$ cat src/common/fap_pkg.sv
// fap_pkg: constants, register map and carrier types of the flash access guard.
// assumes one 40 MHz clock domain and an APB register port.
package fap_pkg;
  // ----------------------------------------------------------------
  // geometry
  // ----------------------------------------------------------------
  localparam int FLASH_AW   = 19;
  localparam int PAGE_LSB   = 11;
  localparam int PAGE_W     = 8;
  localparam int PAGE_CNT   = 256;
  localparam int DWORD_LSB  = 3;
  localparam int DWORD_W    = 16;
  localparam int NUM_GUARD  = 2;
  localparam int SYNC_W     = 3;

  // ----------------------------------------------------------------
  // register offsets and fields
  // ----------------------------------------------------------------
  localparam logic [7:0] OFS_CTRL   = 8'h00;
  localparam logic [7:0] OFS_GUARD0 = 8'h04;
  localparam logic [7:0] OFS_GUARD1 = 8'h08;
  localparam logic [7:0] OFS_XO     = 8'h0C;
  localparam logic [7:0] OFS_STAT   = 8'h10;
  localparam logic [7:0] OFS_MASK   = 8'h14;
  localparam logic [7:0] OFS_PINS   = 8'h18;
  localparam int CTRL_LVL_LSB    = 0;
  localparam int CTRL_XOERASE    = 2;
  localparam int GUARD_START_LSB = 0;
  localparam int GUARD_END_LSB   = 16;
  localparam int GUARD_EN        = 31;
  localparam int XO_START_LSB    = 0;
  localparam int XO_END_LSB      = 16;
  localparam int STAT_REFUSE     = 0;
  localparam int STAT_REGRESS    = 1;
  localparam int STAT_W          = 2;

  // ----------------------------------------------------------------
  // levels and reset values
  // ----------------------------------------------------------------
  localparam logic [1:0]  LVL0 = 2'h0;
  localparam logic [1:0]  LVL1 = 2'h1;
  localparam logic [1:0]  LVL2 = 2'h2;
  localparam logic [1:0]  RST_LVL   = 2'h0;
  localparam logic [31:0] RST_GUARD = 32'h0000_0000;
  localparam logic [31:0] RST_XO    = 32'h0000_0000;
  localparam logic [1:0]  RST_MASK  = 2'h0;

  typedef enum logic [1:0] {MST_FETCH, MST_DATA, MST_DMA, MST_DEBUG} fap_master_t;
  typedef enum logic [1:0] {OP_READ, OP_WRITE, OP_ERASE} fap_op_t;
  typedef enum logic [2:0] {AREA_MAIN, AREA_SYSMEM, AREA_OPTION, AREA_BACKUP,
                            AREA_SECONDARY_SRAM} fap_area_t;

  typedef struct packed {
    logic                valid;
    fap_master_t         master;
    fap_op_t             op;
    fap_area_t           area;
    logic [FLASH_AW-1:0] addr;
  } fap_req_t;

  typedef struct packed {
    logic valid;
    logic err;
  } fap_resp_t;

  typedef struct packed {
    logic backup;
    logic secondary_sram;
    logic execOnly;
  } fap_erase_t;
endpackage

$ cat src/core/fap_core.sv
// fap_core: access decision for flash, option bytes, backup registers and
// secondary sram, plus the readout guard level and its erase side effects.
// assumes memories act only on accessGrant and the boot/debug pins are async.
//
// The APB slave port and the register offsets were decided locally.
`timescale 1ns/100ps

// Contract
// three guard levels exist and level 0 restricts nothing.
// at level 1 flash is closed while debug is connected or ram or loader boot is chosen.
// level 2 shuts out debug and ram or loader boot and can never be left; here sys_rst returns level_r to level 0.
// user code gets read, write and erase of main flash and secondary sram at levels 1 and 2.
// system memory is read-only, option bytes lock at level 2, backup registers shun debug; here debug is refused there only at levels 1 and 2.
// a change from level 1 to level 0 erases backup registers and secondary sram; here a sys_rst to level 0 erases nothing.
// program and erase are refused inside either of two page-granular write guard areas.
// the execute-only area admits instruction fetches and nothing else.
// execute-only bounds compare on 64-bit units.
// an option bit selects whether the execute-only area is erased on regression.
// flash is one bank of 256 pages of 2 Kbyte used for guard decisions.
// a refused access gets an error answer and a sticky flag and changes nothing.
module fap_core #(
  parameter int NUM_GUARD = fap_pkg::NUM_GUARD
) (
  input  wire logic               sys_clk,
  input  wire logic               sys_rst,
  input  wire logic               clkEn,
  input  wire logic               debugPin,
  input  wire logic               bootRamPin,
  input  wire logic               bootLoaderPin,
  input  wire fap_pkg::fap_req_t  accessReq,
  output logic                    accessGrant,
  output fap_pkg::fap_resp_t      accessResp,
  output fap_pkg::fap_erase_t     eraseCmd,
  input  wire logic               psel,
  input  wire logic               penable,
  input  wire logic               pwrite,
  input  wire logic [7:0]         paddr,
  input  wire logic [31:0]        pwdata,
  output logic [31:0]             prdata,
  output logic                    pready,
  output logic                    pslverr,
  output logic                    irq
);

  if (NUM_GUARD < 1 || NUM_GUARD > 2)
    $error("fap_core: NUM_GUARD must be 1 or 2");
  // page map
  if (fap_pkg::PAGE_CNT != (1 << fap_pkg::PAGE_W))
    $error("fap_core: page count does not match page field");

  // ----------------------------------------------------------------
  // pin synchronisers
  // ----------------------------------------------------------------
  logic [fap_pkg::SYNC_W-1:0] pinRaw;
  logic [fap_pkg::SYNC_W-1:0] syncA_r;
  logic [fap_pkg::SYNC_W-1:0] syncB_r;
  logic [fap_pkg::SYNC_W-1:0] syncC_r;
  logic [fap_pkg::SYNC_W-1:0] pins_r;

  assign pinRaw = {bootLoaderPin, bootRamPin, debugPin};

  for (genvar i = 0; i < fap_pkg::SYNC_W; i++)
  begin : g_sync
    // change counts only once two late stages agree
    always_ff @(posedge sys_clk)
    begin
      if (sys_rst)
      begin
        syncA_r[i] <= 1'b0;
        syncB_r[i] <= 1'b0;
        syncC_r[i] <= 1'b0;
        pins_r[i]  <= 1'b0;
      end
      else if (clkEn)
      begin
        syncA_r[i] <= pinRaw[i];
        syncB_r[i] <= syncA_r[i];
        syncC_r[i] <= syncB_r[i];
        if (syncB_r[i] == syncC_r[i])
          pins_r[i] <= syncC_r[i];
      end
    end
  end

  // ----------------------------------------------------------------
  // registers
  // ----------------------------------------------------------------
  logic [1:0]                 level_r;
  logic                       xoErase_r;
  logic [31:0]                guard_r [NUM_GUARD];
  logic [31:0]                xo_r;
  logic [fap_pkg::STAT_W-1:0] stat_r;
  logic [fap_pkg::STAT_W-1:0] mask_r;
  logic [fap_pkg::STAT_W-1:0] statSet;
  logic [1:0]                 levelWr;
  logic [1:0]                 level_nxt;
  logic                       apbAcc;
  logic                       apbWr;
  logic                       optLocked;
  logic                       regress;
  logic                       mapped;
  logic                       wrLocked;

  assign apbAcc    = psel && penable && clkEn;
  assign apbWr     = apbAcc && pwrite && !wrLocked;
  assign levelWr   = pwdata[fap_pkg::CTRL_LVL_LSB +: 2];
  // option bytes are read-only once at level 2
  assign optLocked = (level_r == fap_pkg::LVL2);
  assign mapped    = (paddr == fap_pkg::OFS_CTRL) || (paddr == fap_pkg::OFS_GUARD0) ||
                     (paddr == fap_pkg::OFS_GUARD1 && NUM_GUARD > 1) ||
                     (paddr == fap_pkg::OFS_XO) || (paddr == fap_pkg::OFS_STAT) ||
                     (paddr == fap_pkg::OFS_MASK) || (paddr == fap_pkg::OFS_PINS);
  assign wrLocked  = optLocked && (paddr == fap_pkg::OFS_CTRL ||
                     paddr == fap_pkg::OFS_GUARD0 || paddr == fap_pkg::OFS_GUARD1 ||
                     paddr == fap_pkg::OFS_XO);

  // three levels, odd codes count as level 1
  always_comb
  begin
    level_nxt = level_r;
    if (apbWr && paddr == fap_pkg::OFS_CTRL)
    begin
      if (levelWr == fap_pkg::LVL0)
        level_nxt = fap_pkg::LVL0;
      else if (levelWr == fap_pkg::LVL2)
        level_nxt = fap_pkg::LVL2;
      else
        level_nxt = fap_pkg::LVL1;
    end
  end

  // regression from level 1 to 0
  assign regress = (level_r == fap_pkg::LVL1) && (level_nxt == fap_pkg::LVL0);

  // level 2 write path is locked, so it sticks
  always_ff @(posedge sys_clk)
  begin
    if (sys_rst)
    begin
      level_r   <= fap_pkg::RST_LVL;
      xoErase_r <= 1'b0;
      xo_r      <= fap_pkg::RST_XO;
    end
    else if (clkEn)
    begin
      level_r <= level_nxt;
      if (apbWr && paddr == fap_pkg::OFS_CTRL)
        xoErase_r <= pwdata[fap_pkg::CTRL_XOERASE];
      if (apbWr && paddr == fap_pkg::OFS_XO)
        xo_r <= pwdata;
    end
  end

  for (genvar g = 0; g < NUM_GUARD; g++)
  begin : g_guardReg
    always_ff @(posedge sys_clk)
    begin
      if (sys_rst)
        guard_r[g] <= fap_pkg::RST_GUARD;
      else if (clkEn && apbWr && paddr == fap_pkg::OFS_GUARD0 + 8'(4 * g))
        guard_r[g] <= pwdata;
    end
  end

  // erase pulses, one cycle
  // exec-only erase follows its option bit
  always_ff @(posedge sys_clk)
  begin
    if (sys_rst)
      eraseCmd <= '0;
    else if (clkEn)
    begin
      eraseCmd.backup   <= regress;
      eraseCmd.secondary_sram    <= regress;
      eraseCmd.execOnly <= regress && xoErase_r;
    end
  end

  // ----------------------------------------------------------------
  // access decision
  // ----------------------------------------------------------------
  logic [NUM_GUARD-1:0]       inGuard;
  logic [fap_pkg::PAGE_W-1:0] page;
  logic [fap_pkg::DWORD_W-1:0] dword;
  logic                       inXo;
  logic                       restricted;
  logic                       isDebug;
  logic                       isRead;
  logic                       allow;

  // 2 Kbyte pages
  assign page  = accessReq.addr[fap_pkg::PAGE_LSB +: fap_pkg::PAGE_W];
  // 64-bit compare units
  assign dword = accessReq.addr[fap_pkg::DWORD_LSB +: fap_pkg::DWORD_W];
  assign inXo  = (dword >= xo_r[fap_pkg::XO_START_LSB +: fap_pkg::DWORD_W]) &&
                 (dword <= xo_r[fap_pkg::XO_END_LSB +: fap_pkg::DWORD_W]) &&
                 (accessReq.area == fap_pkg::AREA_MAIN);

  for (genvar g = 0; g < NUM_GUARD; g++)
  begin : g_guardHit
    // page-granular guard window
    assign inGuard[g] = guard_r[g][fap_pkg::GUARD_EN] &&
                        (page >= guard_r[g][fap_pkg::GUARD_START_LSB +: fap_pkg::PAGE_W]) &&
                        (page <= guard_r[g][fap_pkg::GUARD_END_LSB +: fap_pkg::PAGE_W]);
  end

  assign isDebug = (accessReq.master == fap_pkg::MST_DEBUG);
  assign isRead  = (accessReq.op == fap_pkg::OP_READ);
  // boot pins are ignored at level 2, since those boots are disabled
  // a connected debugger closes flash at level 1 just like a debug master
  assign restricted = isDebug || pins_r[0] || pins_r[1] || pins_r[2];

  always_comb
  begin
    allow = 1'b1;
    // debug port dead at level 2
    if (level_r == fap_pkg::LVL2 && isDebug)
      allow = 1'b0;
    unique case (accessReq.area)
      fap_pkg::AREA_MAIN, fap_pkg::AREA_SECONDARY_SRAM:
      begin
        // level 1 closes on debug or odd boot
        // user access open at levels 1 and 2
        if (level_r == fap_pkg::LVL1 && restricted)
          allow = 1'b0;
      end
      fap_pkg::AREA_SYSMEM:
      begin
        // system memory never written
        if (!isRead)
          allow = 1'b0;
      end
      fap_pkg::AREA_OPTION:
      begin
        // option bytes read-only at level 2
        if (optLocked && !isRead)
          allow = 1'b0;
      end
      fap_pkg::AREA_BACKUP:
      begin
        // backup: no erase, no debug at level 1
        if (accessReq.op == fap_pkg::OP_ERASE)
          allow = 1'b0;
        if (level_r == fap_pkg::LVL1 && restricted)
          allow = 1'b0;
      end
      default:
        allow = 1'b0;
    endcase
    // guarded pages refuse program and erase
    if (accessReq.area == fap_pkg::AREA_MAIN && !isRead && |inGuard)
      allow = 1'b0;
    // execute-only admits fetches only
    if (inXo && !(accessReq.master == fap_pkg::MST_FETCH && isRead))
      allow = 1'b0;
  end

  // memories act only on grant
  assign accessGrant = accessReq.valid && allow && clkEn;

  // error answer one cycle later
  always_ff @(posedge sys_clk)
  begin
    if (sys_rst)
      accessResp <= '0;
    else if (clkEn)
    begin
      accessResp.valid <= accessReq.valid;
      accessResp.err   <= accessReq.valid && !allow;
    end
  end

  // ----------------------------------------------------------------
  // status, mask, interrupt
  // ----------------------------------------------------------------
  assign statSet = {regress, accessReq.valid && !allow};

  // set wins over a write-one clear
  always_ff @(posedge sys_clk)
  begin
    if (sys_rst)
    begin
      stat_r <= '0;
      mask_r <= fap_pkg::RST_MASK;
    end
    else if (clkEn)
    begin
      if (apbWr && paddr == fap_pkg::OFS_STAT)
        stat_r <= (stat_r & ~pwdata[fap_pkg::STAT_W-1:0]) | statSet;
      else
        stat_r <= stat_r | statSet;
      if (apbWr && paddr == fap_pkg::OFS_MASK)
        mask_r <= pwdata[fap_pkg::STAT_W-1:0];
    end
  end

  always_ff @(posedge sys_clk)
  begin
    if (sys_rst)
      irq <= 1'b0;
    else if (clkEn)
      irq <= |(stat_r & mask_r);
  end

  // ----------------------------------------------------------------
  // apb read path, latched in the setup cycle
  // ----------------------------------------------------------------
  logic [31:0] rdMux;

  always_comb
  begin
    rdMux = 32'h0000_0000;
    unique case (paddr)
      fap_pkg::OFS_CTRL:   rdMux = {29'h0, xoErase_r, level_r};
      fap_pkg::OFS_GUARD0: rdMux = guard_r[0];
      fap_pkg::OFS_GUARD1: rdMux = guard_r[NUM_GUARD-1];
      fap_pkg::OFS_XO:     rdMux = xo_r;
      fap_pkg::OFS_STAT:   rdMux = {30'h0, stat_r};
      fap_pkg::OFS_MASK:   rdMux = {30'h0, mask_r};
      fap_pkg::OFS_PINS:   rdMux = {29'h0, pins_r};
      default:             rdMux = 32'h0000_0000;
    endcase
  end

  // one access cycle; locked option writes answer with an error
  always_ff @(posedge sys_clk)
  begin
    if (sys_rst)
    begin
      prdata  <= 32'h0000_0000;
      pslverr <= 1'b0;
    end
    else if (clkEn && psel && !penable)
    begin
      prdata  <= (mapped && !pwrite) ? rdMux : 32'h0000_0000;
      pslverr <= !mapped || (pwrite && wrLocked);
    end
  end

  assign pready = apbAcc;

  // ----------------------------------------------------------------
  // checks
  // ----------------------------------------------------------------
  AST_LVL0_OPEN: assert property (@(posedge sys_clk) disable iff (sys_rst)
    (level_r == fap_pkg::LVL0 && clkEn && accessReq.valid && isRead && !inXo &&
     accessReq.area == fap_pkg::AREA_MAIN) |-> accessGrant)
    else $error("level 0 read of main flash refused");

  AST_LVL1_CLOSED: assert property (@(posedge sys_clk) disable iff (sys_rst)
    (level_r == fap_pkg::LVL1 && restricted && accessReq.area == fap_pkg::AREA_MAIN)
    |-> !accessGrant)
    else $error("level 1 restricted access granted");

  AST_LVL2_STICKS: assert property (@(posedge sys_clk) disable iff (sys_rst)
    (level_r == fap_pkg::LVL2) |=> (level_r == fap_pkg::LVL2) [*3])
    else $error("level 2 was left");

  AST_USER_OPEN: assert property (@(posedge sys_clk) disable iff (sys_rst)
    (level_r != fap_pkg::LVL0 && !restricted && clkEn && accessReq.valid && !inXo &&
     accessReq.area == fap_pkg::AREA_SECONDARY_SRAM) |-> accessGrant)
    else $error("user access to secondary sram refused");

  AST_SYSMEM_RO: assert property (@(posedge sys_clk) disable iff (sys_rst)
    (accessReq.area == fap_pkg::AREA_SYSMEM && !isRead) |-> !accessGrant)
    else $error("system memory write granted");

  AST_REGRESS_ERASE: assert property (@(posedge sys_clk) disable iff (sys_rst)
    (clkEn && regress) |=> (eraseCmd.backup && eraseCmd.secondary_sram &&
                            eraseCmd.execOnly == $past(xoErase_r)))
    else $error("regression erase not issued");

  AST_GUARD_BLOCK: assert property (@(posedge sys_clk) disable iff (sys_rst)
    (accessReq.area == fap_pkg::AREA_MAIN && !isRead && |inGuard) |-> !accessGrant)
    else $error("guarded page programmed");

  AST_XO_FETCH: assert property (@(posedge sys_clk) disable iff (sys_rst)
    (inXo && accessReq.master != fap_pkg::MST_FETCH) |-> !accessGrant)
    else $error("execute-only area reached by non-fetch");

  AST_NO_ERASE_IDLE: assert property (@(posedge sys_clk) disable iff (sys_rst)
    (clkEn && !regress) |=> !eraseCmd.execOnly && !eraseCmd.backup)
    else $error("erase without regression");

  AST_REFUSE_ERR: assert property (@(posedge sys_clk) disable iff (sys_rst)
    (clkEn && accessReq.valid && !allow) |=> (accessResp.err && stat_r[fap_pkg::STAT_REFUSE]))
    else $error("refused access not answered with error");

endmodule // fap_core
$ cat config.mk
export PLATFORM = sky130hd
export DESIGN_NAME = fap_core
export DESIGN_NICKNAME = d
export VERILOG_FILES = /design/src/common/fap_pkg.sv /design/src/core/fap_core.sv
export SDC_FILE = /design/constraint.sdc
export NUM_CORES = 1
export LEC_CHECK = 0
export BUFFER_PORTS_ARGS = -buffer_cell sky130_fd_sc_hd__clkbuf_2
export CORE_UTILIZATION = 60
export DETAILED_ROUTE_END_ITERATION = 8
export GPL_ROUTABILITY_DRIVEN = 0
export PLACE_DENSITY = 0.83
export SYNTH_ARGS = -nofsm -noshare
export SYNTH_HDL_FRONTEND = slang
export SYNTH_SLANG_ARGS = --single-unit
$ cat constraint.sdc
create_clock -name sys_clk -period 7.6 [get_ports sys_clk]
set_input_delay 1.52 -clock sys_clk [delete_from_list [all_inputs] [get_ports sys_clk]]
set_output_delay 1.52 -clock sys_clk [all_outputs]
set_load 0.02 [all_outputs]
==> metrics <==
synthesized cell area 8080 sq um; cell-internal power around 1.4 mW; Setup crit end kind primary output; Remaining DRCs 0; Fin Setup TNS 0 ns; RSZ-0062 raised after global routing false; maxcap violations 0; Num CTS Buffers 17; # rows 42; Async SR Flop Fraction 0; dpl hpwl 13.9 mm; smallest setup slack after layout around 2.6 ns; Comb power frac 0.093; Via-to-Cell Ratio 5.85; fmax 199 MHz; Cell Pwr Density between 150 and 200 nW/um^2; sequential power share 0.480; final net count 1096; most used flip-flop cell after synthesis dfxtp_1; initial antenna violation count 1; Clk Latency, worst-skew pair between 0.4 and 0.5 ns; Initial Util 0.613; GR Overflow Total 0; period utilization 0.662; Global Route Usage Sum 0.304; post-CTS setup buffers 0; register area 3700 sq um; min Tclk post-route 5.03 ns; top post-synthesis cells by area edfxtp_1, dfxtp_1, ha_1; Hold Crit Class register to register; Post-Syn Nets 999; global-route wire length before repair 32.6 mm; Seq/Total Area, Yosys 0.458; LEAKAGE approximately 3.8 nW; relative slew slack 0.156; Clk pwr share 0.427; DRT iter0 DRCs ~530; Switching Share 0.238; data required time at the worst endpoint 6.08 ns; final wirelength ~20 mm; fin cells 1145; endpoints failing setup 0; post-synth top area cell edfxtp_1; multi-input logic area 3900 sq um; Syn-to-layout area delta 14.8%; Synth warnings 0; startpoint types primary input; Data arrival, critical path 3.51 ns; Layout Skew 0.00961 ns; core area 13200 sq um; VDD IR max 0.000147 V; FILL cells 983; register bit total from synthesis 153; Switch Pwr around 0.44 mW; Clock Sinks 153; Avg Inst Size Synth 9.41 sq um; WL per Instance 17.8 um; CTS tree yes; Worst-Margin Slew 1.26 ns; Setup WS pre-CTS 2.60 ns; post-route ant nets 0; Post-synth EDFFs 64; DR pass1 iterations 6; ANT cells 0; die width about 120 um; Tot Pwr 1.84 mW; boundary pin count 117; share of cells above drive strength 1 0.187; top-area cell type share of the netlist area 0.238; die height 118 um; crit path max fanout 6; buffers added on ports 113; Setup CP Type primary input to primary output; synth unique cells 57; fin. max-slew vios 0; post-cts sizing count 0; largest net degree at the start of global routing 59; area of the die 13900 sq um; status completed; clock buffer depth 2; CTS Hold Buffers Added 0; vias in the first global route approximately 6500; clock root buffer clkbuf_16; Fin. Hold Viols 0; Worst-path clk slew approximately 0.06 ns; vias approximately 6700; placed cells 1113; H-tree depth 4; Synth Instances 859
-- per-layer routing --
metal,up-vias,share of wire,GRT usage
li1,3208,-,-
met1,3134,0.39,0.376
met2,302,0.49,0.512
met3,52,0.080,0.0562
met4,0,0.032,0.142
met5,-,0,0
-- flip-flops by register name, indices dropped and copies added (netlist names) --
name / flops
accessResp: 2
eraseCmd: 2
guard_r: 64
irq: 1
level_r: 2
mask_r: 2
pins_r: 3
prdata: 32
pslverr: 1
stat_r: 2
syncA_r: 3
syncB_r: 3
syncC_r: 3
xoErase_r: 1
xo_r: 32
-- cell usage after synthesis (2+ instances only) --
cell       number
buf_6           4
nand4_1         9
a21oi_1        59
o211ai_1        5
nor2_2          2
inv_1          69
and2_1         64
o21ai_0        37
a22o_1         17
ha_1           64
edfxtp_1       64
nor2_1         58
nand3b_1        2
dfxtp_1        89
a2bb2oi_1       2
clkbuf_1       26
a211o_1         3
o2111ai_1       3
o21a_1          2
or3_1           2
nor2b_1         7
a21o_1          6
a211oi_1        7
nor3_1          9
nand2_1       118
buf_2           2
a31oi_1         5
buf_4           4
a22oi_1        31
nor4_1          5
nand3_1        11
clkbuf_2        6
mux2_2         18
nand2b_1        6
mux4_2          3
buf_1           4
mux2i_1        16
-- kinds of logic (layout without fill, tap and decap cells) --
group	count (synthesis)	after routing	share of synthesized area
buf+inv	115	225	0.0602
compound gates	187	187	0.148
simple gates	302	302	0.180
mux	37	37	0.0532
xor+xnor	1	1	0.00108
fa+ha+maj	64	64	0.0991
flops	153	153	0.458
-- metrics by stage --
| step | utilization | cell area, sq um | hold WS (ns) |
|---|---|---|---|
| after global routing | 0.704 | 9280 | 0.470 |
| after floorplan | - | 8080 | 0.436 |
| after detailed placement | 0.662 | 8730 | 0.447 |
| after global placement | 0.662 | 8730 | 0.444 |
| after CTS | 0.704 | 9280 | 0.458 |
| final | 0.704 | 9280 | 0.460 |
-- worst max-delay path, cell delays in order --
cell	delay, ns
clkbuf_2	0.19
ha_1	0.35
a211o_1	0.29
o211ai_1	0.11
o2111ai_1	0.23
a2bb2oi_1	0.31
o211ai_1	0.13
and3b_1	0.22
clkbuf_2	0.15
-- worst paths after layout --
kind | start | slack, ns | cells after the start | endpoint
worst max-delay path | accessReq[16] | 2.57 | 9 | accessGrant
worst max register to register | level_r[0]$_SDFFE_PP0P_ | 5.16 | 4 | guard_r[0][22]$_SDFFCE_PN0P_
worst min-delay path | syncC_r[0]$_SDFFE_PP0P_ | 0.46 | 2 | pins_r[0]$_SDFFE_PP0P_
worst min register to register | syncC_r[0]$_SDFFE_PP0P_ | 0.46 | 2 | pins_r[0]$_SDFFE_PP0P_
-- power groups by stage --
stage | clock network [mW] | logic [mW] | registers [mW]
floorplan | 0 | 0.102 | 0.900
global placement | 0 | 0.164 | 0.899
detailed placement | 0 | 0.169 | 0.900
CTS | 0.793 | 0.170 | 0.883
global route | 0.829 | 0.189 | 0.884
finish | 0.786 | 0.172 | 0.883
-- area by class of cell --
cell class	instances	share of cell area
multi-input cells	591	0.420
flip-flops and latches	153	0.399
repair buffers	124	0.0698
clock buffers	25	0.0547
inverters	69	0.0279
well taps	176	0.0237
clock inverters	7	0.00431
-- layout by cell type, fill, tap and decap left out, types with 7 or more instances in the layout --
cell type / synthesis / layout
edfxtp_1: 64 / 64
nor2_1: 58 / 58
o21ai_0: 37 / 37
inv_1: 69 / 69
nand2_1: 118 / 118
dfxtp_1: 89 / 89
clkbuf_2: 6 / 112
nor2b_1: 7 / 7
mux2i_1: 16 / 16
a22o_1: 17 / 17
and2_1: 64 / 64
clkbuf_16: 0 / 19
ha_1: 64 / 64
mux2_2: 18 / 18
nor3_1: 9 / 9
a21oi_1: 59 / 59
a211oi_1: 7 / 7
a22oi_1: 31 / 31
nand4_1: 9 / 9
nand3_1: 11 / 11
buf_4: 4 / 11
Power figures use the tool's default switching activity.
